`src/rtl/pwc_pkg.sv`:
```
// Behaviour
// - Valid edge selectable, including both edges.
// - Capture trigger bit enables capture on the input valid edge.
// - Counting clock selectable, includes peripheral clock B.
// - Run bit enables, clears, starts the counter.
// - Valid edge copies counter to hold, clears.
// - Capture sets sticky done flag; software clears.
// - Halt bit disables counting.
package pwc_pkg;
    // ====================================================================
    // Register offsets
    localparam logic [7:0]  OFF_CTRL    = 8'h00;
    localparam logic [7:0]  OFF_RUN     = 8'h04;
    localparam logic [7:0]  OFF_HALT    = 8'h08;
    localparam logic [7:0]  OFF_STATUS  = 8'h0C;
    localparam logic [7:0]  OFF_MASK    = 8'h10;
    localparam logic [7:0]  OFF_HOLD    = 8'h14;
    localparam logic [7:0]  OFF_COUNT   = 8'h18;
    localparam logic [7:0]  OFF_LEVEL   = 8'h1C;
    // ====================================================================
    // Field positions
    localparam int          CTRL_EDGE_LSB = 0;
    localparam int          CTRL_TRIG_BIT = 2;
    localparam int          CTRL_CLK_LSB  = 4;
    localparam int          ST_DONE_BIT   = 0;
    localparam int          ST_OVF_BIT    = 1;
    // ====================================================================
    // Reset values and encodings
    localparam logic [1:0]  EDGE_FALL     = 2'h0;
    localparam logic [1:0]  EDGE_RISE     = 2'h1;
    localparam logic [1:0]  EDGE_BOTH     = 2'h2;
    localparam logic [1:0]  CLK_PERIPHERAL_CLOCK_B     = 2'h0;
    localparam logic [1:0]  CLK_DIV2      = 2'h1;
    localparam logic [1:0]  CLK_DIV4      = 2'h2;
    localparam logic [1:0]  CLK_DIV16     = 2'h3;
    localparam logic [6:0]  CTRL_RESET    = 7'h06;
    localparam logic [31:0] COUNT_CLEAR   = 32'h00000000;

    typedef enum logic [0:0] {
        PWC_IDLE = 1'b0,
        PWC_RUN  = 1'b1
    } pwc_mode_t;

    typedef struct packed {
        logic [31:0] prdata;
        logic        pready;
        logic        pslverr;
    } pwc_apb_rsp_t;

    typedef struct packed {
        pwc_mode_t    mode;
        logic [6:0]   ctrl;
        logic [1:0]   status;
        logic [1:0]   mask;
        logic [31:0]  count;
        logic [31:0]  hold;
        logic [3:0]   prescale;
        logic         pin_d;
        logic         pin_q;
        logic         pin_e;
        logic         irq;
        pwc_apb_rsp_t rsp;
    } pwc_state_t;
endpackage : pwc_pkg

```
`src/rtl/pwc_channel.sv`:
```
module pwc_channel #(
    parameter int CNT_W = 32
) (
    input  wire logic        pclk,
    input  wire logic        presetn,
    input  wire logic        psel,
    input  wire logic        penable,
    input  wire logic        pwrite,
    input  wire logic [7:0]  paddr,
    input  wire logic [31:0] pwdata,
    input  wire logic [3:0]  pstrb,
    output logic      [31:0] prdata,
    output logic             pready,
    output logic             pslverr,
    input  wire logic        capture_input_pin,
    output logic             capture_done_irq
);
    // ====================================================================
    // Parameter check
    if (CNT_W != 32) begin : g_bad_width
        $error("CNT_W must be 32.");
    end

    pwc_pkg::pwc_state_t state_reg;
    pwc_pkg::pwc_state_t state_next;

    function automatic logic hit(input logic [7:0] a, input logic [7:0] off);
        hit = (a == off);
    endfunction : hit

    logic        wr;
    logic        rd;
    logic        rise;
    logic        fall;
    logic        valid_edge;
    logic        tick;
    logic [1:0]  edge_sel;
    logic [1:0]  clk_sel;
    logic        mapped;
    logic [1:0]  cap_ev;

    assign wr = psel && penable && pwrite && state_reg.rsp.pready;
    assign rd = psel && !penable && !pwrite;
    assign edge_sel = state_reg.ctrl[pwc_pkg::CTRL_EDGE_LSB +: 2];
    assign clk_sel  = state_reg.ctrl[pwc_pkg::CTRL_CLK_LSB +: 2];
    assign rise = state_reg.pin_q && !state_reg.pin_e;
    assign fall = !state_reg.pin_q && state_reg.pin_e;
    assign mapped = (paddr[1:0] == 2'h0) && (paddr <= pwc_pkg::OFF_LEVEL);

    // ====================================================================
    // Edge and clock selection
    always_comb begin
        case (edge_sel)
            pwc_pkg::EDGE_FALL: valid_edge = fall;
            pwc_pkg::EDGE_RISE: valid_edge = rise;
            pwc_pkg::EDGE_BOTH: valid_edge = rise || fall;
            default:            valid_edge = 1'b0;
        endcase
        case (clk_sel)
            pwc_pkg::CLK_PERIPHERAL_CLOCK_B: tick = 1'b1;
            pwc_pkg::CLK_DIV2:  tick = (state_reg.prescale[0] == 1'b1);
            pwc_pkg::CLK_DIV4:  tick = (state_reg.prescale[1:0] == 2'h3);
            pwc_pkg::CLK_DIV16: tick = (state_reg.prescale == 4'hF);
            default:            tick = 1'b1;
        endcase
    end

    // ====================================================================
    // Next state
    always_comb begin
        state_next = state_reg;
        cap_ev = 2'h0;
        state_next.pin_d = capture_input_pin;
        state_next.pin_q = state_reg.pin_d;
        state_next.pin_e = state_reg.pin_q;
        state_next.prescale = state_reg.prescale + 4'h1;
        state_next.rsp.pready = psel && !penable;
        state_next.rsp.pslverr = psel && !penable && !mapped;
        state_next.rsp.prdata = 32'h00000000;

        if (state_reg.mode == pwc_pkg::PWC_RUN) begin
            if (valid_edge && state_reg.ctrl[pwc_pkg::CTRL_TRIG_BIT]) begin
                state_next.hold = state_reg.count;
                state_next.count = pwc_pkg::COUNT_CLEAR;
                cap_ev[pwc_pkg::ST_DONE_BIT] = 1'b1;
                if (state_reg.count == '1) begin
                    cap_ev[pwc_pkg::ST_OVF_BIT] = 1'b1;
                end
            end else if (tick && state_reg.count != '1) begin
                state_next.count = state_reg.count + 32'h1;
            end
        end

        if (wr && mapped) begin
            case (paddr)
                pwc_pkg::OFF_CTRL: begin
                    if (pstrb[0]) begin
                        state_next.ctrl = pwdata[6:0];
                    end
                end
                pwc_pkg::OFF_RUN: begin
                    if (pstrb[0] && pwdata[0]) begin
                        state_next.mode = pwc_pkg::PWC_RUN;
                        state_next.count = pwc_pkg::COUNT_CLEAR;
                        state_next.prescale = 4'h0;
                    end
                end
                pwc_pkg::OFF_HALT: begin
                    if (pstrb[0] && pwdata[0]) begin
                        state_next.mode = pwc_pkg::PWC_IDLE;
                    end
                end
                pwc_pkg::OFF_STATUS: begin
                    if (pstrb[0]) begin
                        state_next.status = state_reg.status & ~pwdata[1:0];
                    end
                end
                pwc_pkg::OFF_MASK: begin
                    if (pstrb[0]) begin
                        state_next.mask = pwdata[1:0];
                    end
                end
                default: begin
                end
            endcase
        end
        state_next.status = state_next.status | cap_ev;

        if (rd && mapped) begin
            case (paddr)
                pwc_pkg::OFF_CTRL:   state_next.rsp.prdata = {25'h0, state_reg.ctrl};
                pwc_pkg::OFF_RUN:    state_next.rsp.prdata = {31'h0, state_reg.mode == pwc_pkg::PWC_RUN};
                pwc_pkg::OFF_STATUS: state_next.rsp.prdata = {30'h0, state_reg.status};
                pwc_pkg::OFF_MASK:   state_next.rsp.prdata = {30'h0, state_reg.mask};
                pwc_pkg::OFF_HOLD:   state_next.rsp.prdata = state_reg.hold;
                pwc_pkg::OFF_COUNT:  state_next.rsp.prdata = state_reg.count;
                pwc_pkg::OFF_LEVEL:  state_next.rsp.prdata = {31'h0, state_reg.pin_q};
                default:             state_next.rsp.prdata = 32'h00000000;
            endcase
        end
        state_next.irq = |(state_next.status & state_next.mask);
    end

    // ====================================================================
    // State register
    always_ff @(posedge pclk or negedge presetn) begin
        if (!presetn) begin
            state_reg <= '{mode: pwc_pkg::PWC_IDLE, ctrl: pwc_pkg::CTRL_RESET,
                           status: 2'h0, mask: 2'h0, count: pwc_pkg::COUNT_CLEAR,
                           hold: 32'h00000000, prescale: 4'h0, pin_d: 1'b0,
                           pin_q: 1'b0, pin_e: 1'b0, irq: 1'b0,
                           rsp: '{prdata: 32'h00000000, pready: 1'b0, pslverr: 1'b0}};
        end else begin
            state_reg <= state_next;
        end
    end

    assign prdata           = state_reg.rsp.prdata;
    assign pready           = state_reg.rsp.pready;
    assign pslverr          = state_reg.rsp.pslverr;
    assign capture_done_irq = state_reg.irq;
endmodule : pwc_channel

```
`config.mk`:
```
export PLATFORM = sky130hd
export DESIGN_NAME = pwc_channel
export DESIGN_NICKNAME = d
export VERILOG_FILES = /design/src/rtl/pwc_pkg.sv /design/src/rtl/pwc_channel.sv
export SDC_FILE = /design/constraint.sdc
export NUM_CORES = 1
export LEC_CHECK = 0
export ABC_AREA = 1
export BUFFER_PORTS_ARGS = -buffer_cell sky130_fd_sc_hd__buf_2
export CAP_MARGIN = 20
export CORE_MARGIN = 3
export CORE_UTILIZATION = 40
export DETAILED_ROUTE_END_ITERATION = 8
export PLACE_DENSITY = 0.61
export SKIP_LAST_GASP = 1
export SYNTH_ARGS = -nofsm -noshare
export SYNTH_HDL_FRONTEND = slang
export SYNTH_SLANG_ARGS = --single-unit
```
`constraint.sdc`:
```
create_clock -name pclk -period 5.5 [get_ports pclk]
set_clock_uncertainty 0.05 [all_clocks]
set_input_delay 1.1 -clock pclk [delete_from_list [all_inputs] [get_ports pclk]]
set_output_delay 1.1 -clock pclk [all_outputs]
set_load 0.01 [all_outputs]
```
==> results of run 1 <==
-- Yosys cell counts (2+ instances only) --
master and instances:
a21oi_1 40, buf_2 6, buf_4 33, buf_6 5, clkbuf_1 11, dfrtp_1 116
dfstp_2 2, ha_1 4, inv_1 72, inv_2 4, nand2_1 224, nand2_2 9
nand3_1 25, nand3b_1 2, nand4_1 13, nor2_1 93, nor2_2 8, nor2_4 3
nor3_1 16, nor3_2 2, o21ai_0 58, o21ai_1 3, o22ai_1 3, or2_1 2
xor2_1 4
-- per-layer routing --
layer	global-route usage [%]	share of wire, %
met1	24.63	49
met2	27.43	46
met3	3.917	3.8
met4	5.868	1.3
met5	0	0
-- power by group through the flow --
stage | registers (uW) | clock network, uW | logic, uW
after floorplan | 891 | 0 | 37.8
after global routing | 876 | 1230 | 83.9
after detailed placement | 891 | 0 | 75.4
after CTS | 876 | 1190 | 75.4
after global placement | 891 | 0 | 75.0
final | 876 | 1170 | 72.9
-- cell families after synthesis --
kind of cell	after synthesis	synth area share (%)
buf+inv	132	11.15
simple gates	403	28.88
flops	118	49.42
xor+xnor	4	0.5858
fa+ha+maj	4	0.8370
compound gates	106	9.123
-- area by class of cell --
type | count | area (um^2)
clock inverter | 8 | 145.1
inverter | 77 | 291.5
multi-input combinational | 517 | 2357
fill | 1451 | 7800
timing repair buffer | 61 | 327.8
tap | 184 | 230.2
sequential | 118 | 2955
clock buffer | 24 | 481.7
-- worst max path at each step --
stage	from	to	slack, ps	cells past startpoint
2_1_floorplan	paddr[7]	state_reg[102]$_DFF_PN0_	3110	11
3_3_place_gp	paddr[7]	prdata[0]$_DFF_PN0_	2410	10
3_5_place_dp	paddr[7]	prdata[0]$_DFF_PN0_	2370	10
4_1_cts	state_next[35]$_DFF_PN0_	state_reg[92]$_DFF_PN0_	2630	9
5_1_grt	state_next[35]$_DFF_PN0_	capture_done_irq$_DFF_PN0_	2420	8
6_report	state_next[35]$_DFF_PN0_	capture_done_irq$_DFF_PN0_	2630	8
-- metrics by stage --
step	worst slack [ps]	area (um^2)
3_5_place_dp	2375	6147
5_1_grt	2419	6789
6_report	2632	6789
4_1_cts	2625	6774
3_3_place_gp	2407	6147
2_1_floorplan	3106	5979
-- worst reg2reg max path: cells and delay by family (launching register included) --
kind                       cells  cell delay [ps]
and+or+nand+nor                4              870
DFF                            1              420
adders and majority gates      1              290
AOI/OAI and AO/OA              2              780
buffers and inverters          1              390
==> run metrics, run 1 <==
TritonCTS clock tree yes; Avg Inst Size Synth 7.796 um^2; total power around 2100 uW; CORE AREA 0.01459 mm^2; largest net degree at the start of global routing 48; combinational share of power 3.4%; Yosys warning total 0; Synth area leaders dfrtp_1 49%, nand2_1 14%, nor2_1 5.8%; Period minus WS final 2868 ps; reg-to-reg endpoint capture_done_irq$_DFF_PN0_; I/O pins 85; P&R area growth vs syn 13.54%; die area 0.01645 mm^2; MaxCap Viol Count 0; hold-critical path endpoint state_next[35]$_DFF_PN0_; wire per inst 13.86 um; Syn Nets 821; most frequent cells in the layout 224 x nand2_1, 116 x dfrtp_1, 93 x nor2_1; R2R Path Start state_next[35]$_DFF_PN0_; CTS Buf Count 17; HP Class reg -> reg; fin. max-slew vios 0; Buf/Inv on CP 1; min-delay src state_next[36]$_DFF_PN0_; number of global-route vias before repair around 4600; Die W 128.3 um; arrival time at the worst endpoint 3170 ps; commonest non-fill, non-tap cell in the layout nand2_1; P_int 1682 uW; crit path max fanout 34; Flop pwr share 41.3%; row count 44; setup violators final 0; Synth Register Bits between 100 and 150; area share of the largest cell type after synthesis 48.55%; Worst-Margin Slew ~600 ps; Resize count post-CTS 0; CP endpoint kind flop; crit-path max cell delay 500 ps; Largest register FFs 77; # nets final 846; FFs w/ async S/R, synth 100.0%; H-tree depth 4; # diodes 0; post-route insts no fill 989; postcts setup bufs 0; DRC violations left 0; Hold WS 294.9 ps; synthesized instance count 767; achievable frequency between 0.3 and 0.4 GHz; port bufs 56; Worst setup SP type flop; drt pass-1 iters 4; hold bufs inserted after CTS 0; Switch Pwr 440.8 uW; cells on worst reg2reg path 8; number of vias per cell 4.845; Data required, critical path 5800 ps; Clk pwr share 55.3%; initial DRC count 343; chip height about 130 um; share of post-route cells with drive strength above 1 15.28%; global-route wire length before repair 22.96 mm; register area share after synthesis 49.42%; Post-Route Setup TNS 0 ps; total gr overflow 0; Final ANT Viol Nets 0; final hold violation count 0; Clk Latency, worst-skew pair about 430 ps; highest-delay cell along the critical path nand2_2; Placed Cells between 900 and 1000; via count between 4000 and 5000; Net Sw Frac 20.77%; Synth Flop Type dfrtp_1; Distinct cells, synth 34; initial antenna violation count 0; crit-path most repeated cell nand2_1; Hold Path Stages 0; DPL Wire Length between 9 and 10 mm; number of synthesized flops with an enable pin 0; total track usage ~18%; Post-Route WL 13.70 mm; RSZ-0062 raised after global routing no; biggest area consumer among synthesized cells dfrtp_1; r2r setup slk around 2600 ps; WS Path Type reg -> reg; initial core utilization 40.99%; Syn Std Cell Area 0.005979 mm^2; crit-path cells ha_1 > nand3b_1 > a31oi_2 > nand2_2 > buf_4 > o21ai_0 > nand2_1 > nand2_1; Slew HR 59.89%; status completed; VDD IR-drop max 0.2112 mV; GPL Wtd Cong around 0.9; standby leakage power 0.003165 uW; CTS Sinks between 100 and 150; Crit path max-delay family simple AND/OR/NAND/NOR gates; Reg clk slew, reported paths roughly 50 ps; post-route clock period utilization 52.14%; clock root buffer clkbuf_16; final core utilization 46.54%; pwr/cell area approximately 310 mW/mm^2; clock tree buffer depth 2
(Power assumes the default switching activity.)
==> run 2, diff against run 1 <==
Clock period 5.5 ns to 2.7 ns, I/O delays scaled along.
==> run 2 against run 1 <==
Clock-buffer cell count grew 6. Hold slack worse by 110 ps. Fmax is 33% higher. Via count increased by 0.42%. Global-route usage increased by 0.16 points. Non-clock buffer count increased by 7. Critical path type unchanged. Largest cell class unchanged.
==> run metrics, run 2 (synthesis results as in run 1) <==
TritonCTS clock tree yes (unchanged); critical path depth 12 (was 8); Period minus WS final 2159 ps (was 2868 ps); Final ANT Viol Nets 0 (unchanged); cells on worst reg2reg path 12 (was 8); Worst setup SP type flop (unchanged); port bufs 56 (unchanged); CP startpoint state_reg[75]$_DFF_PN0_ (was state_next[35]$_DFF_PN0_); Buf/Inv on CP 2 (was 1); die area 0.01645 mm^2 (unchanged); CORE AREA 0.01459 mm^2 (unchanged); Worst-Margin Slew 586.8 ps (was 601.0 ps); largest net degree at the start of global routing 48 (unchanged); row count 44 (unchanged); Post-Route Setup TNS 0 ps (unchanged); GR Util met2 27.03% (was 27.43%); Switch Pwr 860.4 uW (was 440.8 uW); crit path max fanout 8 (was 34); # nets final 853 (was 846); P_int 3163 uW (was 1682 uW); Largest register FFs 77 (unchanged); reg-to-reg endpoint state_reg[87]$_DFF_PN0_ (was capture_done_irq$_DFF_PN0_); R2R Path Start state_reg[75]$_DFF_PN0_ (was state_next[35]$_DFF_PN0_); I/O pins 85 (unchanged); total gr overflow 0 (unchanged); drt pass-1 iters 4 (unchanged); WS Path Type reg -> reg (unchanged); number of global-route vias before repair 4561 (was 4606); GPL Wtd Cong 0.8841 (was 0.9028); Die W 128.3 um (unchanged); CTS Sinks 118 (unchanged); area of the multi-input gates 0.002357 mm^2 (unchanged); initial antenna violation count 0 (unchanged); Hold Path Stages 1 (was 0); grt met1 use 25.19% (was 24.63%); chip height 128.3 um (unchanged); most frequent cells in the layout 224 x nand2_1, 116 x dfrtp_1, 93 x nor2_1 (unchanged); Clk pwr share 51.6% (was 55.3%); share of post-route cells with drive strength above 1 15.64% (was 15.28%); combinational share of power 4.0% (was 3.4%); pwr/cell area 592.7 mW/mm^2 (was 312.6 mW/mm^2); CTS Buf Count 17 (unchanged); initial core utilization 40.99% (unchanged); VDD IR-drop max 0.4708 mV (was 0.2112 mV); crit-path cells ha_1 > inv_1 > nor2_1 > nand2_2 > nor2_2 > nand3_2 > nand2_2 > inv_2 > nand2_1 > nand2_1 > nand2_1 > nor2_1 (was ha_1 > nand3b_1 > a31oi_2 > nand2_2 > buf_4 > o21ai_0 > nand2_1 > nand2_1); via count 4812 (was 4792); commonest non-fill, non-tap cell in the layout nand2_1 (unchanged); Placed Area 0.006225 mm^2 (was 0.006147 mm^2); clock root buffer clkbuf_16 (unchanged); number of vias per cell 4.831 (was 4.845); H-tree depth 4 (unchanged); initial DRC count 276 (was 343); Net Sw Frac 21.38% (was 20.77%); MaxCap Viol Count 0 (unchanged); number of fillers in the final layout 1455 (was 1451); global-route wire length before repair 23.12 mm (was 22.96 mm); Post-Route WL 13.63 mm (was 13.70 mm); met3 usage 4.292% (was 3.917%); CP Capture Point state_reg[87]$_DFF_PN0_ (was capture_done_irq$_DFF_PN0_); r2r setup slk 540 ps (was 2630 ps); crit-path max cell delay 390 ps (was 500 ps); final hold violation count 0 (unchanged); Clk Latency, worst-skew pair 420 ps (was 430 ps); design area 0.006789 mm^2 (unchanged); standby leakage power 0.003179 uW (was 0.003165 uW); setup violators final 0 (unchanged); Flop pwr share 44.4% (was 41.3%); clock tree buffer depth 2 (unchanged); Crit path max-delay family simple AND/OR/NAND/NOR gates (unchanged); fin. max-slew vios 0 (unchanged); DPL Wire Length 9.553 mm (was 9.243 mm); RSZ-0062 raised after global routing no (unchanged); HP Class in -> reg (was reg -> reg); FF/Latch Area 0.002955 mm^2 (unchanged); status completed (unchanged); Slew HR 60.88% (was 59.89%); post-route clock period utilization 79.96% (was 52.14%); arrival time at the worst endpoint 2420 ps (was 3170 ps); achievable frequency 0.4632 GHz (was 0.3487 GHz); DRC violations left 0 (unchanged); highest-delay cell along the critical path dfrtp_1 (was nand2_2); CP endpoint kind flop (unchanged); P&R area growth vs syn 13.54% (unchanged); wire per inst 13.69 um (was 13.86 um); # diodes 0 (unchanged); Reg clk slew, reported paths 50 ps (about the same); total track usage 17.85% (was 17.69%); Data required, critical path 2960 ps (was 5800 ps); crit-path most repeated cell nand2_1 (unchanged); global route hottest layer met2 (unchanged)
run 2: changes by cell type in the layout (fill, tap and decap cells not counted):
cell           previous run  this run
buf_4                     5        10
bufinv_16                 4         0
clkbuf_8                  3         7
buf_12                    0         2
clkbuf_1                  4         6
clkinvlp_4                2         0
buf_8                     1         0
dlygate4sd3_1             0         1
run 2: metrics by stage:
stage	util (%)	hold WS (ps)	power, uW	instances	setup slack (ps)
after floorplan	-	194.4	1892	767	865.6
after detailed placement	42.67	299.0	1979	963	432.8
after global routing	46.54	174.9	4179	996	344.4
final	46.54	185.6	4024	996	541.1
after CTS	46.54	173.2	4071	996	523.0
after global placement	42.67	284.6	1978	963	438.6
run 2: how the worst min path moves through the flow:
stage                                             to                     start
final                       state_next[36]$_DFF_PN0_         capture_input_pin
after floorplan           capture_done_irq$_DFF_PN0_                   presetn
after global placement      state_next[35]$_DFF_PN0_  state_next[36]$_DFF_PN0_
after CTS                   state_next[36]$_DFF_PN0_         capture_input_pin
after global routing        state_next[36]$_DFF_PN0_         capture_input_pin
after detailed placement    state_next[35]$_DFF_PN0_  state_next[36]$_DFF_PN0_
run 2: power groups by stage:
stage,clock network (uW),logic (uW),registers (uW)
3_5_place_dp,0,164,1820
3_3_place_gp,0,163,1820
2_1_floorplan,0,76.9,1820
4_1_cts,2120,165,1790
6_report,2080,160,1790
5_1_grt,2210,184,1790
run 2: final cells by class:
cell class / count / area share [%]
clock buffers: 30 / 8.017
clock inverters: 2 / 0.1474
inverters: 77 / 4.294
multi-input cells: 517 / 34.72
flip-flops and latches: 118 / 43.53
well taps: 184 / 3.391
repair buffers: 68 / 5.898
run 2: routing by layer:
layer / routed length (um) / part of all wire, %
met1: 6444 / 47
met2: 6342 / 47
met3: 643 / 4.7
met4: 201 / 1.5
met5: 0 / 0
run 2: timing repair:
action	CTS	global route
hold buffers	1	0
hold endpoints to repair	23	0
resized for setup	0	0
buffers inserted	0	0
